--- src/include/icr_map.svh ---
// Constants of the interface configuration register bank: offsets,
// field positions, reset values and timing counts.
// Assumes an 8-bit serial register port with a 15-bit register address.
//
// Overview of operation
// - Soft-reset bit resets whole chip and registers.
// - Soft-reset bit clears itself after reset.
// - Soft reset finishes within 750 ns.
// - Streaming address decrements at 0, increments at 1.
// - Output pin indicator reads 1; dedicated data output.
// - Mode 0 normal, 3 power-down, 1-2 reserved.
// - Read-only 16-bit maker identity, fixed code.
// - Address hold keeps streaming address constant.
`ifndef ICR_MAP_SVH
`define ICR_MAP_SVH

// Register offsets
`define ICR_ADDR_SETUP       15'h0000
`define ICR_ADDR_POWER       15'h0002
`define ICR_ADDR_ID_LO       15'h000c
`define ICR_ADDR_ID_HI       15'h000d
`define ICR_ADDR_STREAM      15'h0010

// Reset values
`define ICR_SETUP_RST        8'h30
`define ICR_POWER_RST        8'h00
`define ICR_STREAM_RST       8'h00

// Field positions
`define ICR_SETUP_SRST_BIT   7
`define ICR_SETUP_ASCEND_BIT 5
`define ICR_SETUP_PIN_BIT    4
`define ICR_STREAM_HOLD_BIT  0

// Operating-state encodings
`define ICR_MODE_NORMAL      2'h0
`define ICR_MODE_PWRDN       2'h3

// Maker code; the value is arbitrary
`define ICR_MAKER_CODE       16'h5a3c

// Timing: longest soft-reset time in ns, clock period in ps
`define ICR_SRST_MAX_NS      750
`define ICR_CLK_PERIOD_PS    4000
`define ICR_SRST_MAX_CYCLES  ((`ICR_SRST_MAX_NS * 1000) / `ICR_CLK_PERIOD_PS)
// Reset pulse leaves two cycles for trigger and release
`define ICR_SRST_HOLD        (`ICR_SRST_MAX_CYCLES - 2)

`endif

--- src/include/icr_pkg.sv ---
// Types of the interface configuration register bank.
// Assumes nothing beyond the constants header.
package icr_pkg;

  typedef logic [14:0] icr_addr_t;
  typedef logic [1:0]  icr_mode_t;

  // Serial frame phase, one-hot
  typedef enum logic [3:0] {
    ICR_PH_IDLE     = 4'b0001,
    ICR_PH_INSTR_HI = 4'b0010,
    ICR_PH_INSTR_LO = 4'b0100,
    ICR_PH_DATA     = 4'b1000
  } icr_phase_t;

endpackage : icr_pkg

--- src/design/icr_soft_reset.sv ---
// Soft-reset sequencer: stretches a one-cycle trigger into a chip reset.
// Assumes the trigger comes from the register write decode.
`timescale 1ns/10ps
`include "icr_map.svh"
module icr_soft_reset #(
  parameter int HOLD = `ICR_SRST_HOLD
) (
  // Clock and reset
  input  wire logic i_clk,
  input  wire logic i_srst,
  // Trigger and reset out
  input  wire logic i_trigger,
  output logic      o_active
);

  logic [15:0] count;

  // Count down the reset pulse; a trigger starts it afresh
  always_ff @(posedge i_clk)
  begin
    if (i_srst)
    begin
      count    <= 16'h0000;
      o_active <= 1'b0;
    end
    else if (i_trigger)
    begin
      count    <= 16'(HOLD);
      o_active <= 1'b1;
    end
    else if (count != 16'h0000)
    begin
      count    <= count - 16'h0001;
      o_active <= (count != 16'h0001);
    end
  end

endmodule : icr_soft_reset

--- src/design/icr_serial_port.sv ---
// Serial port shifter: samples data on rising serial clock, shifts the
// read byte out on falling serial clock, most significant bit first.
// Assumes pins synchronous to i_clk and each serial clock phase at least
// four i_clk cycles long.
`timescale 1ns/10ps
module icr_serial_port (
  // Clock and reset
  input  wire logic       i_clk,
  input  wire logic       i_srst,
  // Serial pins
  input  wire logic       i_sclk,
  input  wire logic       i_csb_n,
  input  wire logic       i_sdi,
  output logic            o_sdo,
  output logic            o_sdo_oe,
  // Byte side
  output logic            o_rx_valid,
  output logic [7:0]      o_rx_byte,
  input  wire logic       i_tx_load,
  input  wire logic [7:0] i_tx_byte
);

  logic       sclk_q;
  logic [2:0] bit_cnt;
  logic [6:0] shift_in;
  logic [7:0] shift_out;

  // Edge detection while the frame is selected
  wire logic sclk_rise = i_sclk & ~sclk_q & ~i_csb_n;
  wire logic sclk_fall = ~i_sclk & sclk_q & ~i_csb_n;

  // Receive shifter, byte strobe on eighth bit
  always_ff @(posedge i_clk)
  begin
    if (i_srst || i_csb_n)
    begin
      bit_cnt    <= 3'h0;
      shift_in   <= 7'h00;
      o_rx_valid <= 1'b0;
      o_rx_byte  <= 8'h00;
    end
    else
    begin
      o_rx_valid <= sclk_rise && (bit_cnt == 3'h7);
      if (sclk_rise)
      begin
        bit_cnt  <= bit_cnt + 3'h1;
        shift_in <= {shift_in[5:0], i_sdi};
        if (bit_cnt == 3'h7)
          o_rx_byte <= {shift_in, i_sdi};
      end
    end
  end

  // Transmit shifter on the dedicated data output
  always_ff @(posedge i_clk)
  begin
    if (i_srst)
    begin
      sclk_q    <= 1'b0;
      shift_out <= 8'h00;
      o_sdo     <= 1'b0;
      o_sdo_oe  <= 1'b0;
    end
    else
    begin
      sclk_q   <= i_sclk;
      o_sdo_oe <= ~i_csb_n;
      if (i_tx_load)
        shift_out <= i_tx_byte;
      else if (sclk_fall)
      begin
        o_sdo     <= shift_out[7];
        shift_out <= {shift_out[6:0], 1'b0};
      end
    end
  end

endmodule : icr_serial_port

--- src/design/icr_top.sv ---
// Interface configuration register bank behind the serial register port.
// Holds the serial setup register, the power state, the maker identity
// and the streaming option, and drives the whole-chip soft reset.
// Assumes a host that frames each transaction with the select pin, sends
// a read flag and 15 address bits, then one or more data bytes.
`timescale 1ns/10ps
`include "icr_map.svh"
module icr_top #(
  parameter logic [15:0] MAKER_CODE = `ICR_MAKER_CODE, // Arbitrary value
  parameter int          SRST_HOLD  = `ICR_SRST_HOLD
) (
  // Clock and reset
  input  wire logic        i_clk,
  input  wire logic        i_srst,
  // Serial register port
  input  wire logic        i_sclk,
  input  wire logic        i_csb_n,
  input  wire logic        i_sdi,
  output logic             o_sdo,
  output logic             o_sdo_oe,
  // Chip control
  output logic             o_chip_reset,
  output logic             o_power_down,
  output icr_pkg::icr_mode_t o_power_mode
);
  import icr_pkg::*;

  logic       soft_rst;
  logic       rx_valid;
  logic [7:0] rx_byte;
  logic [7:0] setup;
  logic [7:0] power;
  logic [7:0] stream;
  logic       rd_mode;
  logic [6:0] addr_hi;
  icr_addr_t  addr;
  icr_phase_t phase;
  icr_phase_t next_phase;
  logic       tx_load;
  logic [7:0] read_data;
  logic       srst_trigger;

  // Registers and framing fall back to defaults on either reset
  wire logic reg_rst = i_srst | soft_rst;

  // Serial shifter
  icr_serial_port u_port (
    .i_clk      (i_clk),
    .i_srst     (reg_rst),
    .i_sclk     (i_sclk),
    .i_csb_n    (i_csb_n),
    .i_sdi      (i_sdi),
    .o_sdo      (o_sdo),
    .o_sdo_oe   (o_sdo_oe),
    .o_rx_valid (rx_valid),
    .o_rx_byte  (rx_byte),
    .i_tx_load  (tx_load),
    .i_tx_byte  (read_data)
  );

  // Soft-reset pulse generator
  icr_soft_reset #(
    .HOLD (SRST_HOLD)
  ) u_srst (
    .i_clk     (i_clk),
    .i_srst    (i_srst),
    .i_trigger (srst_trigger),
    .o_active  (soft_rst)
  );

  // Phase decode
  wire logic in_hi   = (phase == ICR_PH_INSTR_HI);
  wire logic in_lo   = (phase == ICR_PH_INSTR_LO);
  wire logic in_data = (phase == ICR_PH_DATA);

  // Streaming options
  wire logic ascend = setup[`ICR_SETUP_ASCEND_BIT];
  wire logic hold   = stream[`ICR_STREAM_HOLD_BIT];

  // Next address of a stream: held, incremented or decremented
  wire icr_addr_t addr_up   = icr_addr_t'(addr + 15'h0001);
  wire icr_addr_t addr_down = icr_addr_t'(addr - 15'h0001);
  wire icr_addr_t stepped   = hold ? addr : (ascend ? addr_up : addr_down);

  // Address completed by the second instruction byte
  wire icr_addr_t base_addr = {addr_hi, rx_byte};

  // Write strobe and soft-reset trigger
  wire logic wr_strobe    = rx_valid && in_data && !rd_mode;
  wire logic wr_setup     = wr_strobe && (addr == `ICR_ADDR_SETUP);
  wire logic wr_power     = wr_strobe && (addr == `ICR_ADDR_POWER);
  wire logic wr_stream    = wr_strobe && (addr == `ICR_ADDR_STREAM);
  assign srst_trigger = wr_setup && rx_byte[`ICR_SETUP_SRST_BIT];

  // Read byte loaded after the address and after each streamed byte
  assign tx_load = rx_valid && rd_mode && (in_lo || in_data);
  wire icr_addr_t load_addr = in_lo ? base_addr : stepped;

  // Read-back values; the output pin indicator is always one
  wire logic [7:0] setup_rd = {setup[7:5], 1'b1, setup[3:0]};

  // Read multiplexer; unmapped addresses read zero
  assign read_data =
    (load_addr == `ICR_ADDR_SETUP)  ? setup_rd          :
    (load_addr == `ICR_ADDR_POWER)  ? power             :
    (load_addr == `ICR_ADDR_ID_LO)  ? MAKER_CODE[7:0]   :
    (load_addr == `ICR_ADDR_ID_HI)  ? MAKER_CODE[15:8]  :
    (load_addr == `ICR_ADDR_STREAM) ? stream            :
                                      8'h00;

  // Frame phase: wait for deselect after reset, then parse bytes
  always_comb
  begin
    next_phase = phase;
    case (phase)
      ICR_PH_IDLE:
        if (i_csb_n)
          next_phase = ICR_PH_INSTR_HI;
      ICR_PH_INSTR_HI:
        if (rx_valid)
          next_phase = ICR_PH_INSTR_LO;
      ICR_PH_INSTR_LO:
        if (i_csb_n)
          next_phase = ICR_PH_INSTR_HI;
        else if (rx_valid)
          next_phase = ICR_PH_DATA;
      ICR_PH_DATA:
        if (i_csb_n)
          next_phase = ICR_PH_INSTR_HI;
      default:
        next_phase = ICR_PH_IDLE;
    endcase
  end

  // Phase register
  always_ff @(posedge i_clk)
  begin
    if (reg_rst)
      phase <= ICR_PH_IDLE;
    else
      phase <= next_phase;
  end

  // Instruction capture and address stepping
  always_ff @(posedge i_clk)
  begin
    if (reg_rst)
    begin
      rd_mode <= 1'b0;
      addr_hi <= 7'h00;
      addr    <= 15'h0000;
    end
    else if (rx_valid && in_hi)
    begin
      rd_mode <= rx_byte[7];
      addr_hi <= rx_byte[6:0];
    end
    else if (rx_valid && in_lo)
      addr <= base_addr;
    else if (rx_valid && in_data)
      addr <= stepped;
  end

  // Serial setup register; the reset bit is cleared by the reset it starts
  always_ff @(posedge i_clk)
  begin
    if (reg_rst)
      setup <= `ICR_SETUP_RST;
    else if (wr_setup)
      setup <= rx_byte;
  end

  // Power state and streaming option registers
  always_ff @(posedge i_clk)
  begin
    if (reg_rst)
    begin
      power  <= `ICR_POWER_RST;
      stream <= `ICR_STREAM_RST;
    end
    else
    begin
      if (wr_power)
        power <= rx_byte;
      if (wr_stream)
        stream <= rx_byte;
    end
  end

  // Power-down output; reserved modes behave as normal operation
  always_ff @(posedge i_clk)
  begin
    if (reg_rst)
      o_power_down <= 1'b0;
    else
      o_power_down <= (power[1:0] == `ICR_MODE_PWRDN);
  end

  // Chip-level outputs
  assign o_power_mode = power[1:0];
  assign o_chip_reset = soft_rst;

endmodule : icr_top

--- config.mk ---
export PLATFORM = sky130hd
export DESIGN_NAME = icr_top
export DESIGN_NICKNAME = d
export VERILOG_FILES = /design/src/include/icr_pkg.sv /design/src/design/icr_soft_reset.sv /design/src/design/icr_serial_port.sv /design/src/design/icr_top.sv
export VERILOG_INCLUDE_DIRS = /design/src /design/src/include
export SDC_FILE = /design/constraint.sdc
export NUM_CORES = 1
export LEC_CHECK = 0
export BUFFER_PORTS_ARGS = -buffer_cell sky130_fd_sc_hd__clkbuf_2
export CAP_MARGIN = 10
export CORE_AREA = 2 2 102 104
export CTS_CLUSTER_DIAMETER = 80
export CTS_CLUSTER_SIZE = 24
export DETAILED_ROUTE_END_ITERATION = 12
export DIE_AREA = 0 0 104 106
export PLACE_DENSITY_LB_ADDON = 0.2
export SLEW_MARGIN = 20
export SYNTH_ARGS = -nofsm -noshare
export SYNTH_HDL_FRONTEND = slang
export SYNTH_SLANG_ARGS = --single-unit
--- constraint.sdc ---
create_clock -name i_clk -period 2.8 [get_ports i_clk]
set_input_delay 0.42 -clock i_clk [delete_from_list [all_inputs] [get_ports i_clk]]
set_output_delay 0.42 -clock i_clk [all_outputs]
set_load 0.02 [all_outputs]
==> metrics.md, run 1 <==
| Metric | Value |
|---|---|
| Post-Synth Adder-Cell Area | `4.36%` |
| Max Fclk | `348 MHz` |
| Rel. slew slack | `between 40% and 50%` |
| All-Layer GR Usage | `between 20% and 30%` |
| Root Driver | `clkbuf_8` |
| Residual overflow from global routing | `0` |
| Initial Util | `53.4%` |
| Clock latency on the worst-skew pair | `roughly 370 ps` |
| Post-synthesis compound-gate area fraction | `19.2%` |
| Via count | `4992` |
| Largest family of logic cells by synthesized area | `simple AND/OR/NAND/NOR gates` |
| Fraction of layout cells with a size suffix above 1 | `17.9%` |
| Top Metal Used | `met4` |
| Vias in the first global route | `4771` |
| Worst Tran Pin Value | `801 ps` |
| Fraction of the cycle the final worst path needs | `103%` |
| Die Y-Extent | `106 um` |
| DR WL/cell | `16.4 um` |
| Synth Area in Simple Gates | `24.0%` |
| Yosys reg bits | `98` |
| Total CTS buffers | `9` |
| Worst Hold Class | `in2reg` |
| Max clock buf depth | `2` |
| Worst slack at placement | `-219 ps` |
| Register area share after synthesis | `about 37%` |
| CP required | `3040 ps` |
| Worst ir drop on vdd | `0.535 mV` |
| DRT met1 WL | `between 6000 and 7000 um` |
| # setup viols final | `6` |
| Xor-xnor portion of the synthesized cell area | `3.77%` |
| Critical Path AT | `3110 ps` |
| P&R area growth vs syn | `16.3%` |
| Post-synthesis mux area share | `around 7.9%` |
| Failing checks | `negative setup slack` |
| Htree depth | `3` |
| Num Clock Sinks | `between 90 and 100` |
| Fin crit period | `2870 ps` |
| Global-route wire length before repair | `22700 um` |
| Worst Reg-to-Reg Cells | `12` |
| Vias per cell | `slightly below 6` |
| Setup slack after layout | `-70.1 ps` |
| Largest net degree at the start of global routing | `56` |
| Port bufs | `10` |
| Unrepaired setup endpoints after global routing | `true` |
| Max-capacitance violation count | `0` |
| Share of synthesized flip-flops with an asynchronous set or reset | `0%` |
| Final WL | `13900 um` |
| Initial antenna violation count | `0` |
| Clock Skew | `around 14 ps` |
| Cell row count | `37` |
| 1st-iter DRT viols | `365` |
| Fin util | `~62%` |
| Post-Syn Area | `~5300 sq um` |
| Largest fanout on the critical path | `5` |
| Hold Crit Depth | `2` |
| Final hold slack | `297 ps` |
| DIE WIDTH | `104 um` |
| PwrDens | `504 nW/um^2` |
| Syn avg cell area | `8.05 sq um` |
| Netlist cell types | `64` |
| Ys Warns | `0` |
| Fin. Hold Viols | `0` |
| WL met2 | `6740 um` |
| Synth Instances | `663` |
| Layout Nets | `729` |
| Setup crit start kind | `flop` |
| Ant. Diodes | `0` |
| Filler cells | `900` |
| Post-synth net total | `686` |
| Met3 wire len | `785 um` |
| Capturing element type of the critical path | `flop` |
| DP HPWL | `~10000 um` |
| Leak pwr | `roughly 0.0025 uW` |
| Core area | `10000 sq um` |
| EDFF count, synth | `0` |
| ANT nets after route | `0` |
| I/O pins | `11` |
| Main flop type after synthesis | `dfxtp_1` |
| CTS tree | `built` |
| Pre-Repair DR Iteration Count | `5` |
| Max-slew violations | `0` |
| Gpl congestion | `0.956` |
| Drt drc | `0` |
| Status | `finished, violations left` |
| Crit path kind | `reg2reg` |
| Clock transition at path regs | `100 ps` |
| Die area | `roughly 11000 sq um` |
synth_stat cells, types with 7 or more instances:
cell type / count / area (sq um)
nor3_1: 17 / 85.1
inv_1: 14 / 52.6
nand3_1: 7 / 35.0
ha_1: 17 / 213
dfxtp_1: 98 / 1960
mux2i_1: 33 / 330
nand2_1: 92 / 345
nand2b_1: 10 / 62.6
or3_1: 9 / 56.3
a21o_1: 7 / 52.6
a21oi_1: 64 / 320
and3_1: 9 / 56.3
clkbuf_1: 25 / 93.8
mux2_2: 7 / 78.8
a31oi_1: 10 / 62.6
o21ai_0: 21 / 105
nand4_1: 7 / 43.8
nor4_1: 10 / 62.6
xnor2_1: 11 / 96.3
a211oi_1: 10 / 75.1
nor2_1: 84 / 315
xor2_1: 12 / 105
cells in the final DEF, fill, tap and decap left out, drive strengths merged, types with 6 or more instances in the layout:
| cell type | Yosys | routed |
|---|---|---|
| dfxtp | 98 | 98 |
| nand2 | 92 | 92 |
| nor2 | 84 | 84 |
| a21oi | 64 | 64 |
| buf | 11 | 57 |
| mux2i | 34 | 34 |
| o21ai | 25 | 25 |
| clkbuf | 25 | 21 |
| nor3 | 19 | 19 |
| ha | 17 | 17 |
| inv | 14 | 16 |
| xor2 | 12 | 12 |
| xnor2 | 11 | 11 |
| a211oi | 11 | 11 |
| nand2b | 10 | 10 |
| a31oi | 10 | 10 |
| nor4 | 10 | 10 |
| or3 | 9 | 9 |
| and3 | 9 | 9 |
| nand4 | 7 | 7 |
| a21o | 7 | 7 |
| nand3 | 7 | 7 |
| mux2 | 7 | 7 |
| nor2b | 6 | 6 |
| a311oi | 6 | 6 |
| nor3b | 6 | 6 |
layout make-up:
cell class	instances	area, sq um	area share (%)
Multi-Input combinational cell	515	3310	53.4
Tap cell	136	170	2.74
Timing Repair inverter	1	7.51	0.121
Clock inverter	5	67.6	1.09
Sequential cell	98	1970	31.7
Clock buffer	11	141	2.28
Inverter	14	56.3	0.907
Timing Repair Buffer	67	487	7.84
final timing paths:
| kind | from | end | slack (ps) |
|---|---|---|---|
| max | setup[5]$_SDFFE_PP1P_ | u_port.shift_out[5]$_SDFFE_PP0P_ | -70 |
| min | i_sclk | u_port.sclk_q$_SDFF_PP0_ | 300 |
| min reg2reg | setup[3]$_SDFFE_PP0P_ | setup[3]$_SDFFE_PP0P_ | 460 |
| max reg2reg | setup[5]$_SDFFE_PP1P_ | u_port.shift_out[5]$_SDFFE_PP0P_ | -70 |
sequential cells by signal (all words and copies together) (netlist names), 3 cells and up:
name              flops
u_srst.count         16
addr                 15
power                 8
stream                8
u_port.o_rx_byte      8
u_port.shift_out      8
addr_hi               7
setup                 7
u_port.shift_in       7
phase                 4
u_port.bit_cnt        3
report_power, final:
part           internal (uW)  switching [uW]
logic                    237             361
clock network            453             532
registers               1470            76.0
logic make-up (layout without fill, tap and decap cells):
| logic type | after synthesis | after routing |
|---|---|---|
| AOI/OAI and AO/OA | 159 | 159 |
| xor gates and xnor gates | 23 | 23 |
| adders and majority gates | 18 | 18 |
| buffers and inverters | 50 | 98 |
| DFF | 98 | 98 |
| muxes | 41 | 41 |
| and+or+nand+nor | 274 | 274 |
critical path, cell delays in order (launching register included):
cell,delay (ps)
dfxtp_4,390
clkinvlp_4,180
fa_2,410
a21o_1,200
a221oi_4,350
o21ai_2,160
buf_4,160
or3_1,310
nand4_1,150
nor4_2,60
a21oi_2,170
buf_6,150
o32ai_1,70
metal layers:
layer  up-vias  global-route usage (%)
met4         0                    10.2
met2       163                    42.5
met1      2350                    32.7
met5         -                       0
met3        25                    3.37
li1       2454                       -
stage by stage:
step	cell area (sq um)	total power [uW]	TNS, ps	instances
floorplan	5390	2020	0	663
global placement	5810	2130	-240	821
detailed placement	5810	2160	-938	821
CTS	6080	3130	-219	844
global route	6210	3280	-1630	847
finish	6210	3130	-302	847
timing repair:
action / in CTS / in global routing
buffers inserted: 5 / 3
endpoints found under the hold margin: 0 / 0
hold buffers: 0 / 0
endpoints found under the setup margin: 8 / 12
pin swaps: 5 / 17
cloned: 2 / 0
gates resized for setup: 6 / 22
No activity file was read; power rests on OpenSTA's default activity.
==> inputs of run 2 (changes only) <==
--- a/config.mk
+++ b/config.mk
@@ -6,13 +6,14 @@
 export SDC_FILE = /design/constraint.sdc
 export NUM_CORES = 1
 export LEC_CHECK = 0
+export ABC_AREA = 1
 export BUFFER_PORTS_ARGS = -buffer_cell sky130_fd_sc_hd__clkbuf_2
 export CAP_MARGIN = 10
-export CORE_AREA = 2 2 102 104
+export CORE_AREA = 2 2 100 111
 export CTS_CLUSTER_DIAMETER = 80
 export CTS_CLUSTER_SIZE = 24
 export DETAILED_ROUTE_END_ITERATION = 12
-export DIE_AREA = 0 0 104 106
+export DIE_AREA = 0 0 102 113
 export PLACE_DENSITY_LB_ADDON = 0.2
 export SLEW_MARGIN = 20
 export SYNTH_ARGS = -nofsm -noshare
==> metrics.md, run 2 <==
| Metric | Value |
|---|---|
| Clock latency on the worst-skew pair | `350 ps` |
| Final hold slack | `305 ps` |
| Layout Nets | `909` |
| Fin crit period | `2730 ps` |
| Vias per cell | `between 5 and 6` |
| Max Fclk | `366 MHz` |
| Leak pwr | `approximately 0.0029 uW` |
| Storage cell area | `1960 sq um` |
| 1st-iter DRT viols | `approximately 380` |
| Clock Skew | `between 8 and 9 ps` |
| Register area share after synthesis | `35.0%` |
| Final WL | `15400 um` |
| PwrDens | `roughly 540 nW/um^2` |
| Critical Path End | `u_port.shift_out[3]$_SDFFE_PP0P_` |
| Dpl cell area | `a little under 6000 sq um` |
| Fin. Hold Viols | `0` |
| Cell row count | `39` |
| Residual overflow from global routing | `0` |
| Setup crit start kind | `flop` |
| CP startpoint | `setup[5]$_SDFFE_PP1P_` |
| Port bufs | `10` |
| Main flop type after synthesis | `dfxtp_1` |
| Largest net degree at the start of global routing | `41` |
| Area leader, netlist | `dfxtp_1` |
| Max-slew violations | `0` |
| Hold_buf cts | `0` |
| Initial Util | `54.3%` |
| Critical R2R Capture | `u_port.shift_out[3]$_SDFFE_PP0P_` |
| # setup viols final | `0` |
| Root Driver | `clkbuf_16` |
| Capturing element type of the critical path | `flop` |
| Max clock buf depth | `2` |
| CP required | `3080 ps` |
| Synth Instances | `853` |
| GR met3 Demand/Resource | `approximately 3.8%` |
| Rel. slew slack | `47.3%` |
| Clock transition at path regs | `70 ps` |
| All-Layer GR Usage | `27.5%` |
| I/O pins | `11` |
| Gpl congestion | `0.913` |
| Setup slack after layout | `70.2 ps` |
| Top post-synthesis cells by area | `dfxtp_1, nand2_1, inv_1` |
| Post-synth net total | `between 800 and 900` |
| Global-route wire length before repair | `between 20000 and 30000 um` |
| Met2 global-route usage | `47.5%` |
| Ys Warns | `0` |
| Largest fanout on the critical path | `6` |
| Vias in the first global route | `5280` |
| Design area | `between 6000 and 7000 sq um` |
| Fin util | `64.9%` |
| Filler cells | `951` |
| Total CTS buffers | `9` |
| Worst slack at placement | `-96.7 ps` |
| Status | `complete, no violations` |
| Htree depth | `3` |
| ANT nets after route | `0` |
| Critical R2R Launch | `setup[5]$_SDFFE_PP1P_` |
| Post-Syn Area | `5610 sq um` |
| Fraction of layout cells with a size suffix above 1 | `19.3%` |
| Commonest non-fill, non-tap cell in the layout | `nand2_1` |
| Biggest register | `u_srst.count` |
| Netlist cell types | `51` |
| Ant. Diodes | `0` |
| Core area | `10300 sq um` |
| Die area | `about 12000 sq um` |
| Unrepaired setup endpoints after global routing | `true` |
| Via count | `5645` |
| Worst Reg-to-Reg Cells | `20` |
| DIE WIDTH | `102 um` |
| Drt drc | `0` |
| Yosys reg bits | `98` |
| Share of synthesized flip-flops with an asynchronous set or reset | `0%` |
| P&R area growth vs syn | `19.5%` |
| Max-capacitance violation count | `0` |
| Worst Tran Pin Value | `788 ps` |
| Worst Hold Class | `in2reg` |
| Top Registers | `u_srst.count: 16 flops, addr: 15 flops` |
| Die Y-Extent | `~110 um` |
| Final setup TNS | `0 ps` |
| Hold Crit Depth | `3` |
| Critical Path AT | `around 3000 ps` |
| Most frequent cells in the layout | `nand2_1, inv_1, dfxtp_1` |
| Global routing's busiest layer | `met2` |
| DR WL/cell | `roughly 15 um` |
| Syn avg cell area | `6.58 sq um` |
| Share of the synthesized area in the top cell type | `35.0%` |
| Initial antenna violation count | `0` |
| Met1 Resource Use GR | `34.1%` |
| Fraction of the cycle the final worst path needs | `97.5%` |
| EDFF count, synth | `0` |
| Synth cell count leaders | `nand2_1, inv_1, dfxtp_1` |
| Largest register FFs | `16` |
| DP HPWL | `roughly 11000 um` |
| Most common cell in the netlist | `nand2_1` |
| Reg2reg setup slack | `70 ps` |
| Num Clock Sinks | `98` |
| CTS tree | `built` |
| Multi-input gate area | `3470 sq um` |
| Worst ir drop on vdd | `approximately 0.73 mV` |
| Pre-Repair DR Iteration Count | `6` |
| Crit path kind | `reg2reg` |
run 2: kinds of logic after synthesis:
kind of cell,after synthesis,share of synthesized area [%]
flops,98,35.0
fa+ha+maj,18,4.15
buf+inv,142,10.1
xor+xnor,7,1.09
compound gates,184,17.9
simple gates,404,31.9
run 2: final cells by class:
type,count,share of cell area [%]
repair buffers,49,5.48
flip-flops and latches,98,29.3
clock buffers,10,3.56
well taps,143,2.67
clock inverters,6,0.709
multi-input cells,613,51.8
inverters,115,6.53
run 2: worst max-delay path, stage by stage (launching register included):
cell and delay, ps:
dfxtp_2 350, inv_4 60, buf_12 150, ha_1 300, nand2_2 100, a21oi_2 80
or2_1 230, nand3_2 100, nand3_4 100, nand2_2 90, nand2_2 70, nor3_4 260
inv_2 100, nor2_4 140, buf_4 130, nand3_1 60, nand2_1 70, nand2_1 50
nand2_1 60, nand2_1 50, a21oi_1 110
run 2: through the flow:
stage               std cells  power (uW)
finish                   1034        3620
CTS                      1028        3630
global placement         1011        2400
floorplan                 853        2260
detailed placement       1011        2440
global route             1034        3840
run 2: worst min-delay path by stage:
stage,start,endpoint
2_1_floorplan,power[2]$_SDFFE_PP0P_,power[2]$_SDFFE_PP0P_
3_3_place_gp,power[3]$_SDFFE_PP0P_,power[3]$_SDFFE_PP0P_
3_5_place_dp,power[3]$_SDFFE_PP0P_,power[3]$_SDFFE_PP0P_
4_1_cts,i_sclk,u_port.sclk_q$_SDFF_PP0_
5_1_grt,i_sclk,u_port.sclk_q$_SDFF_PP0_
6_report,i_sclk,u_port.sclk_q$_SDFF_PP0_
run 2: what timing repair did:
action	4_1_cts	5_1_grt
buffers inserted	1	6
hold endpoints to repair	0	0
pin swaps	4	20
endpoints found under the setup margin	8	8
resized for setup	16	71
run 2: metal layers:
metal / up-vias / share of wire (%)
li1: 2848 / -
met1: 2613 / 43
met2: 149 / 50
met3: 35 / 3.9
met4: 0 / 3.3
met5: - / 0
run 2: power breakdown:
part / internal (uW) / switching [uW]
clock network: 638 / 557
registers: 1510 / 88.9
logic: 283 / 535
total: 2430 / 1180
